## config.mk

```make
export PLATFORM = sky130hd
export DESIGN_NAME = cstat_top
export DESIGN_NICKNAME = d
export VERILOG_FILES = /design/src/cstat_pkg.sv /design/src/cstat_chan.sv /design/src/cstat_ptr.sv /design/src/cstat_top.sv
export SDC_FILE = /design/constraint.sdc
export NUM_CORES = 2
export LEC_CHECK = 0
export CAP_MARGIN = 40
export CORE_MARGIN = 2
export CORE_UTILIZATION = 64
export DETAILED_ROUTE_END_ITERATION = 10
export DONT_BUFFER_PORTS = 1
export GPL_ROUTABILITY_DRIVEN = 0
export GPL_TIMING_DRIVEN = 0
export HOLD_SLACK_MARGIN = 0.03
export PLACE_DENSITY = 0.92
export SYNTH_ARGS = -nofsm -noshare
export SYNTH_HDL_FRONTEND = slang
export SYNTH_SLANG_ARGS = --single-unit
```

## constraint.sdc

```tcl
create_clock -name core_clk -period 3.9 [get_ports core_clk]
set_input_delay 0.78 -clock core_clk [delete_from_list [all_inputs] [get_ports core_clk]]
set_output_delay 0.78 -clock core_clk [all_outputs]
set_load 0.01 [all_outputs]
```

## src/cstat_pkg.sv

```systemverilog
// package: constants for channel status and command acceptance
package cstat_pkg;
    localparam int NCHAN        = 16;
    localparam int CHW          = 4;
    localparam int NBLK         = 4;
    localparam int BPW          = 2;
    // line table byte offsets
    localparam logic [5:0] RX_LS1_OFS = 6'h10;
    localparam logic [5:0] RX_LS2_OFS = 6'h11;
    localparam logic [5:0] TX_LS1_OFS = 6'h30;
    localparam logic [5:0] TX_LS2_OFS = 6'h31;
    // control block status byte offsets
    localparam logic [2:0] BLK_ST2_OFS = 3'h6;
    localparam logic [2:0] BLK_ST1_OFS = 3'h7;
    // line status one fields
    localparam int LS1_PROG_INT  = 0;
    localparam int LS1_DSET_INT  = 1;
    localparam int LS1_DATA_SVC  = 2;
    localparam int LS1_BLK_SVC   = 4;
    localparam int LS1_USER_LO   = 5;
    localparam int LS1_USER_HI   = 6;
    // line status two fields
    localparam int LS2_DATA_CHK  = 1;
    localparam int LS2_DSET_CHG  = 3;
    localparam int LS2_MEM_CORR  = 4;
    // block status one fields
    localparam int BS1_PROG_INT  = 0;
    localparam int BS1_HOST_INT  = 1;
    localparam int BS1_VALID     = 3;
    // configuration byte bit enabling data set interrupt
    localparam int CFG_DSET_EN   = 2;
    localparam logic [7:0] LS_RESET  = 8'h00;
    localparam logic [7:0] USER_MASK = 8'h60;
    // initialization length, in cycles
    localparam int INIT_CYCLES = 64;
    // host command codes
    typedef enum logic [2:0] {
        CSTAT_CMD_INIT,
        CSTAT_CMD_BLK_LOAD,
        CSTAT_CMD_BLK_STAT,
        CSTAT_CMD_NEXT_STAT,
        CSTAT_CMD_LT_READ,
        CSTAT_CMD_LIST_INIT,
        CSTAT_CMD_OTHER
    } cstat_cmd_t;
endpackage

```

## src/cstat_chan.sv

```systemverilog
// one channel direction: line status accumulation and transfer
`timescale 1ns/1ps
`default_nettype none
module cstat_chan (
    input  wire logic       core_clk,
    input  wire logic       rst_n,
    input  wire logic [7:0] set1,
    input  wire logic [7:0] set2,
    input  wire logic       user_we,
    input  wire logic [7:0] user_wd,
    input  wire logic       done,
    input  wire logic       host_int,
    output logic      [7:0] ls1_r,
    output logic      [7:0] ls2_r,
    output logic      [7:0] bs1_xfer,
    output logic      [7:0] bs2_xfer
);
    logic [7:0] ls1_nxt;
    logic [7:0] ls2_nxt;
    logic [7:0] user_keep;
    assign user_keep = user_we ? (user_wd & cstat_pkg::USER_MASK)
                               : (ls1_r & cstat_pkg::USER_MASK);
    // set only, except user bits 5 and 6 written on user_we; cleared right after transfer
    assign ls1_nxt = done ? cstat_pkg::LS_RESET
                   : (((ls1_r & ~cstat_pkg::USER_MASK) | user_keep) | set1);
    assign ls2_nxt = done ? cstat_pkg::LS_RESET : (ls2_r | set2);
    // merged status including any event of the final cycle
    logic [7:0] m1;
    assign m1 = ((ls1_r & ~cstat_pkg::USER_MASK) | user_keep) | set1;
    assign bs1_xfer = m1 | (8'h01 << cstat_pkg::BS1_VALID)
                    | ({7'h00, host_int} << cstat_pkg::BS1_HOST_INT);
    assign bs2_xfer = ls2_r | set2;
    always_ff @(posedge core_clk or negedge rst_n) begin
        if (!rst_n) begin
            ls1_r <= cstat_pkg::LS_RESET;
            ls2_r <= cstat_pkg::LS_RESET;
        end else begin
            ls1_r <= ls1_nxt;
            ls2_r <= ls2_nxt;
        end
    end
    a_status_sticky: assert property (@(posedge core_clk) disable iff (!rst_n)
        !$past(done) && !$past(user_we)
        |-> ((ls2_r & $past(ls2_r)) == $past(ls2_r))
            && ((ls1_r & $past(ls1_r)) == $past(ls1_r)))
        else $error("line status bit cleared while block active");
    a_clear_after: assert property (@(posedge core_clk) disable iff (!rst_n)
        done |=> (ls1_r == 8'h00 && ls2_r == 8'h00))
        else $error("line status not cleared after transfer");
endmodule
`default_nettype wire

```

## src/cstat_ptr.sv

```systemverilog
// control block list pointers and acceptance of block commands
`timescale 1ns/1ps
`default_nettype none
module cstat_ptr (
    input  wire logic       core_clk,
    input  wire logic       rst_n,
    input  wire logic       list_init,
    input  wire logic       load_cmd,
    input  wire logic       next_cmd,
    output logic            load_nak,
    output logic            next_nak,
    output logic      [1:0] stat_ptr_r
);
    logic [1:0] load_ptr_r;
    logic [2:0] fill_r;
    // full: NBLK blocks outstanding, load pointer back round the ring at status pointer
    assign load_nak = (fill_r == 3'(cstat_pkg::NBLK));
    // empty: nothing set up since init or status caught up
    assign next_nak = (fill_r == 3'h0);
    always_ff @(posedge core_clk or negedge rst_n) begin
        if (!rst_n) begin
            load_ptr_r <= 2'h0;
            stat_ptr_r <= 2'h0;
            fill_r     <= 3'h0;
        end else if (list_init) begin
            load_ptr_r <= 2'h0;
            stat_ptr_r <= 2'h0;
            fill_r     <= 3'h0;
        end else begin
            if (load_cmd && !load_nak)
                load_ptr_r <= load_ptr_r + 2'h1;
            if (next_cmd && !next_nak)
                stat_ptr_r <= stat_ptr_r + 2'h1;
            fill_r <= fill_r + 3'({2'h0, load_cmd && !load_nak})
                             - 3'({2'h0, next_cmd && !next_nak});
        end
    end
    a_fill_bound: assert property (@(posedge core_clk) disable iff (!rst_n)
        fill_r <= 3'(cstat_pkg::NBLK))
        else $error("block list overfilled");
endmodule
`default_nettype wire

```

## src/cstat_top.sv

```systemverilog
// host command acceptance and per-channel status handling
`timescale 1ns/1ps
`default_nettype none
// Behaviour
// - nak every command except init while initialization runs
// - repeated init restarts initialization, no nak
// - nak block load when list is full
// - nak next status before first block loaded
// - nak next status when status caught up
// - status kept at line bytes 16/17, 48/49
// - program interrupt sets line status one bit0
// - data set interrupt sets line status one bit1
// - active block status bits only ever set, except bits 5 and 6 on a channel program write
// - line status merged into block bytes 7/6
// - line status cleared right after transfer
// - host and channel program read line status
// - channel program writes bits 5 and 6
// - completion sets block status valid bit3
// - program interrupt sets block status bit0
// - block status returned on both status commands
// - status byte one stored above byte two
// - data set bit needs enable, no termination
// - host interrupt sets block status bit1
module cstat_top (
    input  wire logic                   core_clk,
    input  wire logic                   rst_n,
    input  wire logic                   cmd_valid,
    input  wire cstat_pkg::cstat_cmd_t  cmd_code,
    input  wire logic [4:0]             cmd_chan,
    input  wire logic [5:0]             cmd_ofs,
    input  wire logic [1:0]             cmd_blk,
    input  wire logic [31:0]            prog_int,
    input  wire logic [31:0]            dset_chg,
    input  wire logic [31:0]            dset_en,
    input  wire logic [31:0]            data_svc_err,
    input  wire logic [31:0]            blk_svc_err,
    input  wire logic [31:0]            data_chk_err,
    input  wire logic [31:0]            mem_corr_err,
    input  wire logic [31:0]            blk_done,
    input  wire logic [31:0]            blk_host_int,
    input  wire logic [31:0]            user_we,
    input  wire logic [7:0]             user_wd,
    input  wire logic [4:0]             prog_rd_chan,
    input  wire logic                   prog_rd_sel,
    output logic                        cmd_ack_r,
    output logic                        cmd_nak_r,
    output logic [15:0]                 cmd_rdata_r,
    output logic [7:0]                  prog_rdata_r,
    output logic                        init_busy_r
);
    // ------------------------------------------------------------
    // initialization sequencing
    // ------------------------------------------------------------
    typedef enum logic [0:0] {CSTAT_IDLE, CSTAT_INIT} cstat_state_t;
    cstat_state_t state_r;
    logic [6:0]   init_cnt_r;
    logic         is_init;
    logic         init_done;
    assign is_init   = cmd_valid && (cmd_code == cstat_pkg::CSTAT_CMD_INIT);
    assign init_done = (state_r == CSTAT_INIT) && (init_cnt_r == 7'h00);
    always_ff @(posedge core_clk or negedge rst_n) begin
        if (!rst_n) begin
            state_r    <= CSTAT_IDLE;
            init_cnt_r <= 7'h00;
        end else if (is_init) begin
            state_r    <= CSTAT_INIT;
            init_cnt_r <= 7'(cstat_pkg::INIT_CYCLES - 1);
        end else begin
            unique case (state_r)
                CSTAT_IDLE: state_r <= CSTAT_IDLE;
                CSTAT_INIT: begin
                    if (init_done)
                        state_r <= CSTAT_IDLE;
                    else
                        init_cnt_r <= init_cnt_r - 7'h01;
                end
            endcase
        end
    end
    // ------------------------------------------------------------
    // per-channel status and block memory
    // ------------------------------------------------------------
    logic [7:0]  ls1   [32];
    logic [7:0]  ls2   [32];
    logic [7:0]  bs1x  [32];
    logic [7:0]  bs2x  [32];
    logic [7:0]  blk_mem [32][cstat_pkg::NBLK][2];
    logic [1:0]  sptr  [32];
    logic [31:0] load_nak;
    logic [31:0] next_nak;
    logic [31:0] busy_clr;
    logic        cmd_ok;
    assign busy_clr = {32{init_done}};
    genvar g;
    generate
        for (g = 0; g < 32; g++) begin : g_ch
            logic [7:0] s1;
            logic [7:0] s2;
            logic       ldc;
            logic       nxc;
            logic       lic;
            assign s1 = ({7'h00, prog_int[g]} << cstat_pkg::LS1_PROG_INT)
                      | ({7'h00, dset_chg[g] & dset_en[g]} << cstat_pkg::LS1_DSET_INT)
                      | ({7'h00, data_svc_err[g]} << cstat_pkg::LS1_DATA_SVC)
                      | ({7'h00, blk_svc_err[g]} << cstat_pkg::LS1_BLK_SVC);
            assign s2 = ({7'h00, data_chk_err[g]} << cstat_pkg::LS2_DATA_CHK)
                      | ({7'h00, dset_chg[g]} << cstat_pkg::LS2_DSET_CHG)
                      | ({7'h00, mem_corr_err[g]} << cstat_pkg::LS2_MEM_CORR);
            assign ldc = cmd_ok && (cmd_chan == 5'(g))
                         && (cmd_code == cstat_pkg::CSTAT_CMD_BLK_LOAD);
            assign nxc = cmd_ok && (cmd_chan == 5'(g))
                         && (cmd_code == cstat_pkg::CSTAT_CMD_NEXT_STAT);
            assign lic = (cmd_ok && (cmd_chan == 5'(g))
                         && (cmd_code == cstat_pkg::CSTAT_CMD_LIST_INIT)) || busy_clr[g];
            // each channel owns its own status instance
            cstat_chan u_chan (
                .core_clk (core_clk),
                .rst_n    (rst_n),
                .set1     (s1),
                .set2     (s2),
                .user_we  (user_we[g]),
                .user_wd  (user_wd),
                .done     (blk_done[g]),
                .host_int (blk_host_int[g]),
                .ls1_r    (ls1[g]),
                .ls2_r    (ls2[g]),
                .bs1_xfer (bs1x[g]),
                .bs2_xfer (bs2x[g])
            );
            cstat_ptr u_ptr (
                .core_clk   (core_clk),
                .rst_n      (rst_n),
                .list_init  (lic),
                .load_cmd   (ldc),
                .next_cmd   (nxc),
                .load_nak   (load_nak[g]),
                .next_nak   (next_nak[g]),
                .stat_ptr_r (sptr[g])
            );
            // byte one sits at the higher address
            always_ff @(posedge core_clk) begin
                if (blk_done[g]) begin
                    blk_mem[g][sptr[g]][1] <= bs1x[g];
                    blk_mem[g][sptr[g]][0] <= bs2x[g];
                end
            end
        end
    endgenerate
    // ------------------------------------------------------------
    // command acceptance
    // ------------------------------------------------------------
    logic nak_now;
    logic is_load;
    logic is_next;
    assign is_load = cmd_code == cstat_pkg::CSTAT_CMD_BLK_LOAD;
    assign is_next = cmd_code == cstat_pkg::CSTAT_CMD_NEXT_STAT;
    assign nak_now = cmd_valid && !is_init
                   && ((state_r == CSTAT_INIT)
                       || (is_load && load_nak[cmd_chan])
                       || (is_next && next_nak[cmd_chan]));
    assign cmd_ok  = cmd_valid && !nak_now && !is_init;
    // ------------------------------------------------------------
    // read data selection
    // ------------------------------------------------------------
    logic [7:0]  lt_byte;
    logic [1:0]  rd_blk;
    logic [15:0] blk_word;
    logic [15:0] rdata_nxt;
    logic [7:0]  prog_nxt;
    assign lt_byte = (cmd_ofs == cstat_pkg::RX_LS1_OFS) ? ls1[{cmd_chan[4:1], 1'b0}]
                   : (cmd_ofs == cstat_pkg::RX_LS2_OFS) ? ls2[{cmd_chan[4:1], 1'b0}]
                   : (cmd_ofs == cstat_pkg::TX_LS1_OFS) ? ls1[{cmd_chan[4:1], 1'b1}]
                   : (cmd_ofs == cstat_pkg::TX_LS2_OFS) ? ls2[{cmd_chan[4:1], 1'b1}]
                   : 8'h00;
    assign rd_blk   = is_next ? sptr[cmd_chan] : cmd_blk;
    assign blk_word = {blk_mem[cmd_chan][rd_blk][1], blk_mem[cmd_chan][rd_blk][0]};
    assign rdata_nxt = (cmd_code == cstat_pkg::CSTAT_CMD_LT_READ) ? {8'h00, lt_byte}
                     : ((cmd_code == cstat_pkg::CSTAT_CMD_BLK_STAT) || is_next) ? blk_word
                     : 16'h0000;
    assign prog_nxt = prog_rd_sel ? ls2[prog_rd_chan] : ls1[prog_rd_chan];
    always_ff @(posedge core_clk or negedge rst_n) begin
        if (!rst_n) begin
            cmd_ack_r    <= 1'b0;
            cmd_nak_r    <= 1'b0;
            cmd_rdata_r  <= 16'h0000;
            prog_rdata_r <= 8'h00;
            init_busy_r  <= 1'b0;
        end else begin
            cmd_ack_r    <= cmd_valid && !nak_now;
            cmd_nak_r    <= nak_now;
            cmd_rdata_r  <= cmd_ok ? rdata_nxt : 16'h0000;
            prog_rdata_r <= prog_nxt;
            init_busy_r  <= is_init || ((state_r == CSTAT_INIT) && !init_done);
        end
    end
    // ------------------------------------------------------------
    // checks
    // ------------------------------------------------------------
    a_init_nak: assert property (@(posedge core_clk) disable iff (!rst_n)
        cmd_valid && cmd_code != cstat_pkg::CSTAT_CMD_INIT && state_r == CSTAT_INIT
        |=> cmd_nak_r && !cmd_ack_r)
        else $error("command accepted during initialization");
    a_reinit_ack: assert property (@(posedge core_clk) disable iff (!rst_n)
        is_init |=> cmd_ack_r && !cmd_nak_r && init_busy_r)
        else $error("initialize command refused");
    a_init_len: assert property (@(posedge core_clk) disable iff (!rst_n)
        is_init ##1 (!is_init) [*8] |-> init_busy_r)
        else $error("initialization ended early");
endmodule
`default_nettype wire

```

==> flow_summary.toml, run 1 <==
[run_status]
status = "aborted with a tool error"
stop_stage = "5_1_grt"
tool.error = "[ERROR GRT-0116] Global routing finished with congestion. Check the congestion regions in the DRC Viewer."

[synth]
synth-seq-cells = 1638
synth_edf_count = 1152
seq_area_frac_synth_pct = 63.0
synth.cell_area_mm2 = 0.0742
yosysTopAreaCellShare_pct = 46.6
ys_top_cells_by_area = "edfxtp_1, dfrtp_1, mux4_2, ha_1, nor2b_1"
postSynthAreaPerCell_um2 = 16.3
syn_inst = 4553
yosysWarnings = 0
synth_flop_cell = "edfxtp_1"
yosysTopAreaCell = "edfxtp_1"
synthDistinctLibCells = 78
async_flop_share_pct = 29.4

[clock_tree]
cts-root-buf = "clkbuf_16"
htree_levels = 4
clock-sinks = 1638
cts_buffer_depth = 3
cts_made_buffers = 158

[placed_design]
portBuffers = 0
placed_area_mm2 = 0.0768
place.detailed.hpwl_um = 225000

[global_route]
overflow = 112
grt_max_degree = 483
grt_pass1_vias = 60800
grtUsageTotal_pct = 69.2
grt_pass1_wl_um = 536000

[die]
rows = 124
io_pins = 380
die_w_um = 344
fp.dieH_um = 344
initial_core_util_pct = 64.7
[Yosys cell counts, drive strengths merged (6+ instances only)]
library cell  count
nor3             77
o211ai           15
buf             126
ha              193
xnor2            65
o22ai            17
nand2b           42
nor2            236
inv             209
mux4            479
edfxtp         1152
a211oi            7
a221oi           22
and2            135
a22oi            68
nand4            10
mux2             71
xor2             31
or2             205
mux2i           112
o21ai            73
nor2b           265
or3               8
nor4             16
fa               32
a31oi             6
and3              8
a2111oi           6
a22o             16
nand3            32
nand2            76
nor3b            33
dfrtp           482
clkbuf           98
or4              12
a21oi            59
[per-layer routing]
metal  overflow  GRT usage (%)
met1         17           64.6
met5          6           55.1
met3          7           67.6
met4         37           59.2
met2         45           81.1
[metrics by stage]
step	instances	TNS, ps	worst slack [ps]
floorplan	4555	-700	-110
global placement	6067	-121530	-2140
detailed placement	6105	-131090	-1740
CTS	6413	-22.1	-22.1
[kinds of logic after synthesis]
kind of cell | Yosys count | share of synthesized area (%)
simple gates | 1179 | 9.00
fa+ha+maj | 225 | 4.12
compound gates | 318 | 2.91
xor+xnor | 96 | 1.13
buf+inv | 434 | 2.70
mux | 662 | 17.1
flops | 1638 | 63.0
other cells | 1 | 0.00506
[timing repair]
action                                 CTS
setup buffers                            6
pin swaps                                3
endpoints found under the hold margin  492
hold buffers                             7
setup endpoints to repair               96
resized for setup                       58
==> inputs of run 2 (changes only) <==
--- a/config.mk
+++ b/config.mk
@@ -7,13 +7,12 @@
 export LEC_CHECK = 0
 export CAP_MARGIN = 40
 export CORE_MARGIN = 2
-export CORE_UTILIZATION = 64
+export CORE_UTILIZATION = 40
 export DETAILED_ROUTE_END_ITERATION = 10
 export DONT_BUFFER_PORTS = 1
 export GPL_ROUTABILITY_DRIVEN = 0
 export GPL_TIMING_DRIVEN = 0
-export HOLD_SLACK_MARGIN = 0.03
-export PLACE_DENSITY = 0.92
+export PLACE_DENSITY_LB_ADDON = 0.15
 export SYNTH_ARGS = -nofsm -noshare
 export SYNTH_HDL_FRONTEND = slang
 export SYNTH_SLANG_ARGS = --single-unit
==> flow_summary.toml, run 2 <==
[run_status]
status = "finished, violations left"
violations = "negative setup slack"

[clock_tree]
htree_levels = 4
cts_tree = "built"
clock-sinks = 1638
path_clk_slew_ps = 60
cts_buffer_depth = 3
cts_made_buffers = 178
insertion_delay_ps = 870
cts-root-buf = "clkbuf_16"

[synth]
synth_flop_cell = "edfxtp_1"
synth_edf_count = 1152
yosysWarnings = 0
synth.cell_area_mm2 = 0.0742
postSynthAreaPerCell_um2 = 16.3
synthDistinctLibCells = 78
synth-seq-cells = 1638
yosysTopAreaCellShare_pct = 46.6
syn_inst = 4553
ys_top_cells_by_area = "edfxtp_1, dfrtp_1, mux4_2, ha_1, nor2b_1"
seq_area_frac_synth_pct = 63.0
synth_most_common_cell = "edfxtp_1"
async_flop_share_pct = 29.4
yosysTopAreaCell = "edfxtp_1"
synth.top_cells.by_count = "edfxtp_1, dfrtp_1, mux4_2, nor2b_1, nor2_1"

[die]
die_w_um = 435
io_pins = 380
fp.dieH_um = 435
initial_core_util_pct = 40.1
die_area_mm2 = 0.189
rows = 158
coreArea_mm2 = 0.185

[drt]
ant_nets = 0
wire_per_inst_um = 45.0
firstDrtPassIters = 10
wl_met1_um = 123000
viasPerCell = 6.46
dr_wl_met2_um = 145000
met3WireLength_um = 46200
route.vias.total = 49100
top_layer_used = "met5"
route.detailed.drc = 0
drt_iter0_drc = 8287
wl_um = 342000

[timing]
layout_min_cycle_time_ps = 4070
rsz0062_at_grt = "yes"
fin_skew_ps = 53.9
finalSetupViolations = 9
tightest_slew_ps = 1050
maxSlewViolCount = 0
setup_ws_ps = -171
post-route-period-util_pct = 104
hold_viol = 0
max_freq_mhz = 246
slew_headroom_pct = 29.9

[min_path]
hold_class = "in -> async"

[finish]
nFillCells = 16000
drive_above_1_share_pct = 27.3
final_net_count = 5463
area_growth_pct = 15.9
most-common-layout-cells = "edfxtp_1, dfrtp_1, mux4_2, nor2b_1, nor2_1"
final_common_cell = "edfxtp_1"
largest_reg_flops = 1156

[critical_path]
crit_required_ps = 4640
start_kind = "input pin"
path_class = "in -> reg"
crit_path_end_kind = "register"
arrival_ps = 4810
path_max_fanout = 10

[power_and_ir_drop]
p_per_area_mw_per_mm2 = 476
ir_drop_mv = 0.305
p_leak_uw = 0.0317
fin_total_pwr_uw = 40900

[global_route]
overflow = 0
grtUsageTotal_pct = 35.8
antenna_found_initial = 111
grt_max_degree = 483
grt_pass1_wl_um = 439000
grt_pass1_vias = 46000

[placed_design]
post-place-ws_ps = -2530
portBuffers = 0
place.detailed.hpwl_um = 260000

[job]
max-cap-violations = 0
==> run 2: cell counts after synthesis <==
No cell type changed its count.
==> run 2: repair_timing <==
item / in CTS / in global routing
hold buffers: 31 / 1
endpoints found under the hold margin: 575 / 2
buffers inserted: 9 / 11
resized for setup: 84 / 58
pin swaps: 6 / 5
endpoints found under the setup margin: 111 / 34
==> run 2: layout make-up <==
cell class                 count  area [um^2]  area share [%]
clock inverter                82          818           0.951
multi-input combinational   2483        26000            30.2
timing repair buffer         155         1880            2.19
tap                         2480         3100            3.61
clock buffer                 255         5050            5.87
sequential                  1638        46700            54.3
buffer                       219         1470            1.71
antenna                       82          205           0.239
inverter                     210          791           0.919
==> run 2: worst paths after layout <==
kind / start / endpoint / slack [ps] / cells after the start
max: cmd_chan[1] / cmd_rdata_r[4] / -170 / 12
min: rst_n / g_ch[30].u_ptr.fill_r[1] / 20 / 1
max reg2reg: g_ch[17].u_ptr.stat_ptr_r[1] / cmd_rdata_r[13] / 120 / 10
min in group core_clk: cmd_valid / cmd_ack_r / 80 / 1
max in group asynchronous: rst_n / cmd_rdata_r[0] / 2410 / 2
min reg2reg: blk_mem[16][19] / blk_mem[16][19] / 450 / 1
==> run 2: power by group <==
group	total [uW]	switching [uW]	internal (uW)
clock	17400	7470	9890
sequential	19600	458	19200
combinational	3920	2560	1360
==> run 2: metrics by stage <==
stage | util (%) | setup TNS (ps) | instances | hold WS [ps] | area, um^2
finish | 46.5 | -606 | 7604 | 18.3 | 86000
global route | 46.5 | -23.5 | 7559 | 76.8 | 85900
CTS | 46.2 | 0 | 7506 | -376 | 85400
detailed placement | 42.7 | -185790 | 7133 | 424 | 78800
global placement | 41.9 | -207230 | 7035 | 422 | 77500
floorplan | - | -700 | 4555 | 411 | 74400
==> run 2: critical path: stages <==
cell       delay, ps
buf_4            150
buf_4            260
buf_4            320
buf_4            310
buf_4            390
clkbuf_2         810
mux4_2           360
a221oi_1          80
o21ai_1          510
a21oi_1          170
a2111oi_2        290
buf_2            280
==> run 2: per-layer routing <==
| layer | GRT usage (%) | vias to the layer above |
|---|---|---|
| met4 | 23.6 | 38 |
| met5 | 0.359 | - |
| met2 | 51.1 | 4073 |
| li1 | - | 18100 |
| met1 | 45.5 | 25900 |
| met3 | 13.6 | 1016 |
==> run 2: cells by family after synthesis <==
logic type      synth area share, %
compound gates                 2.91
xor+xnor                       1.13
fa+ha+maj                      4.12
buf+inv                        2.70
flops                          63.0
mux                            17.1
other cells                 0.00506
simple gates                   9.00
No activity file was read; power rests on OpenSTA's default activity.
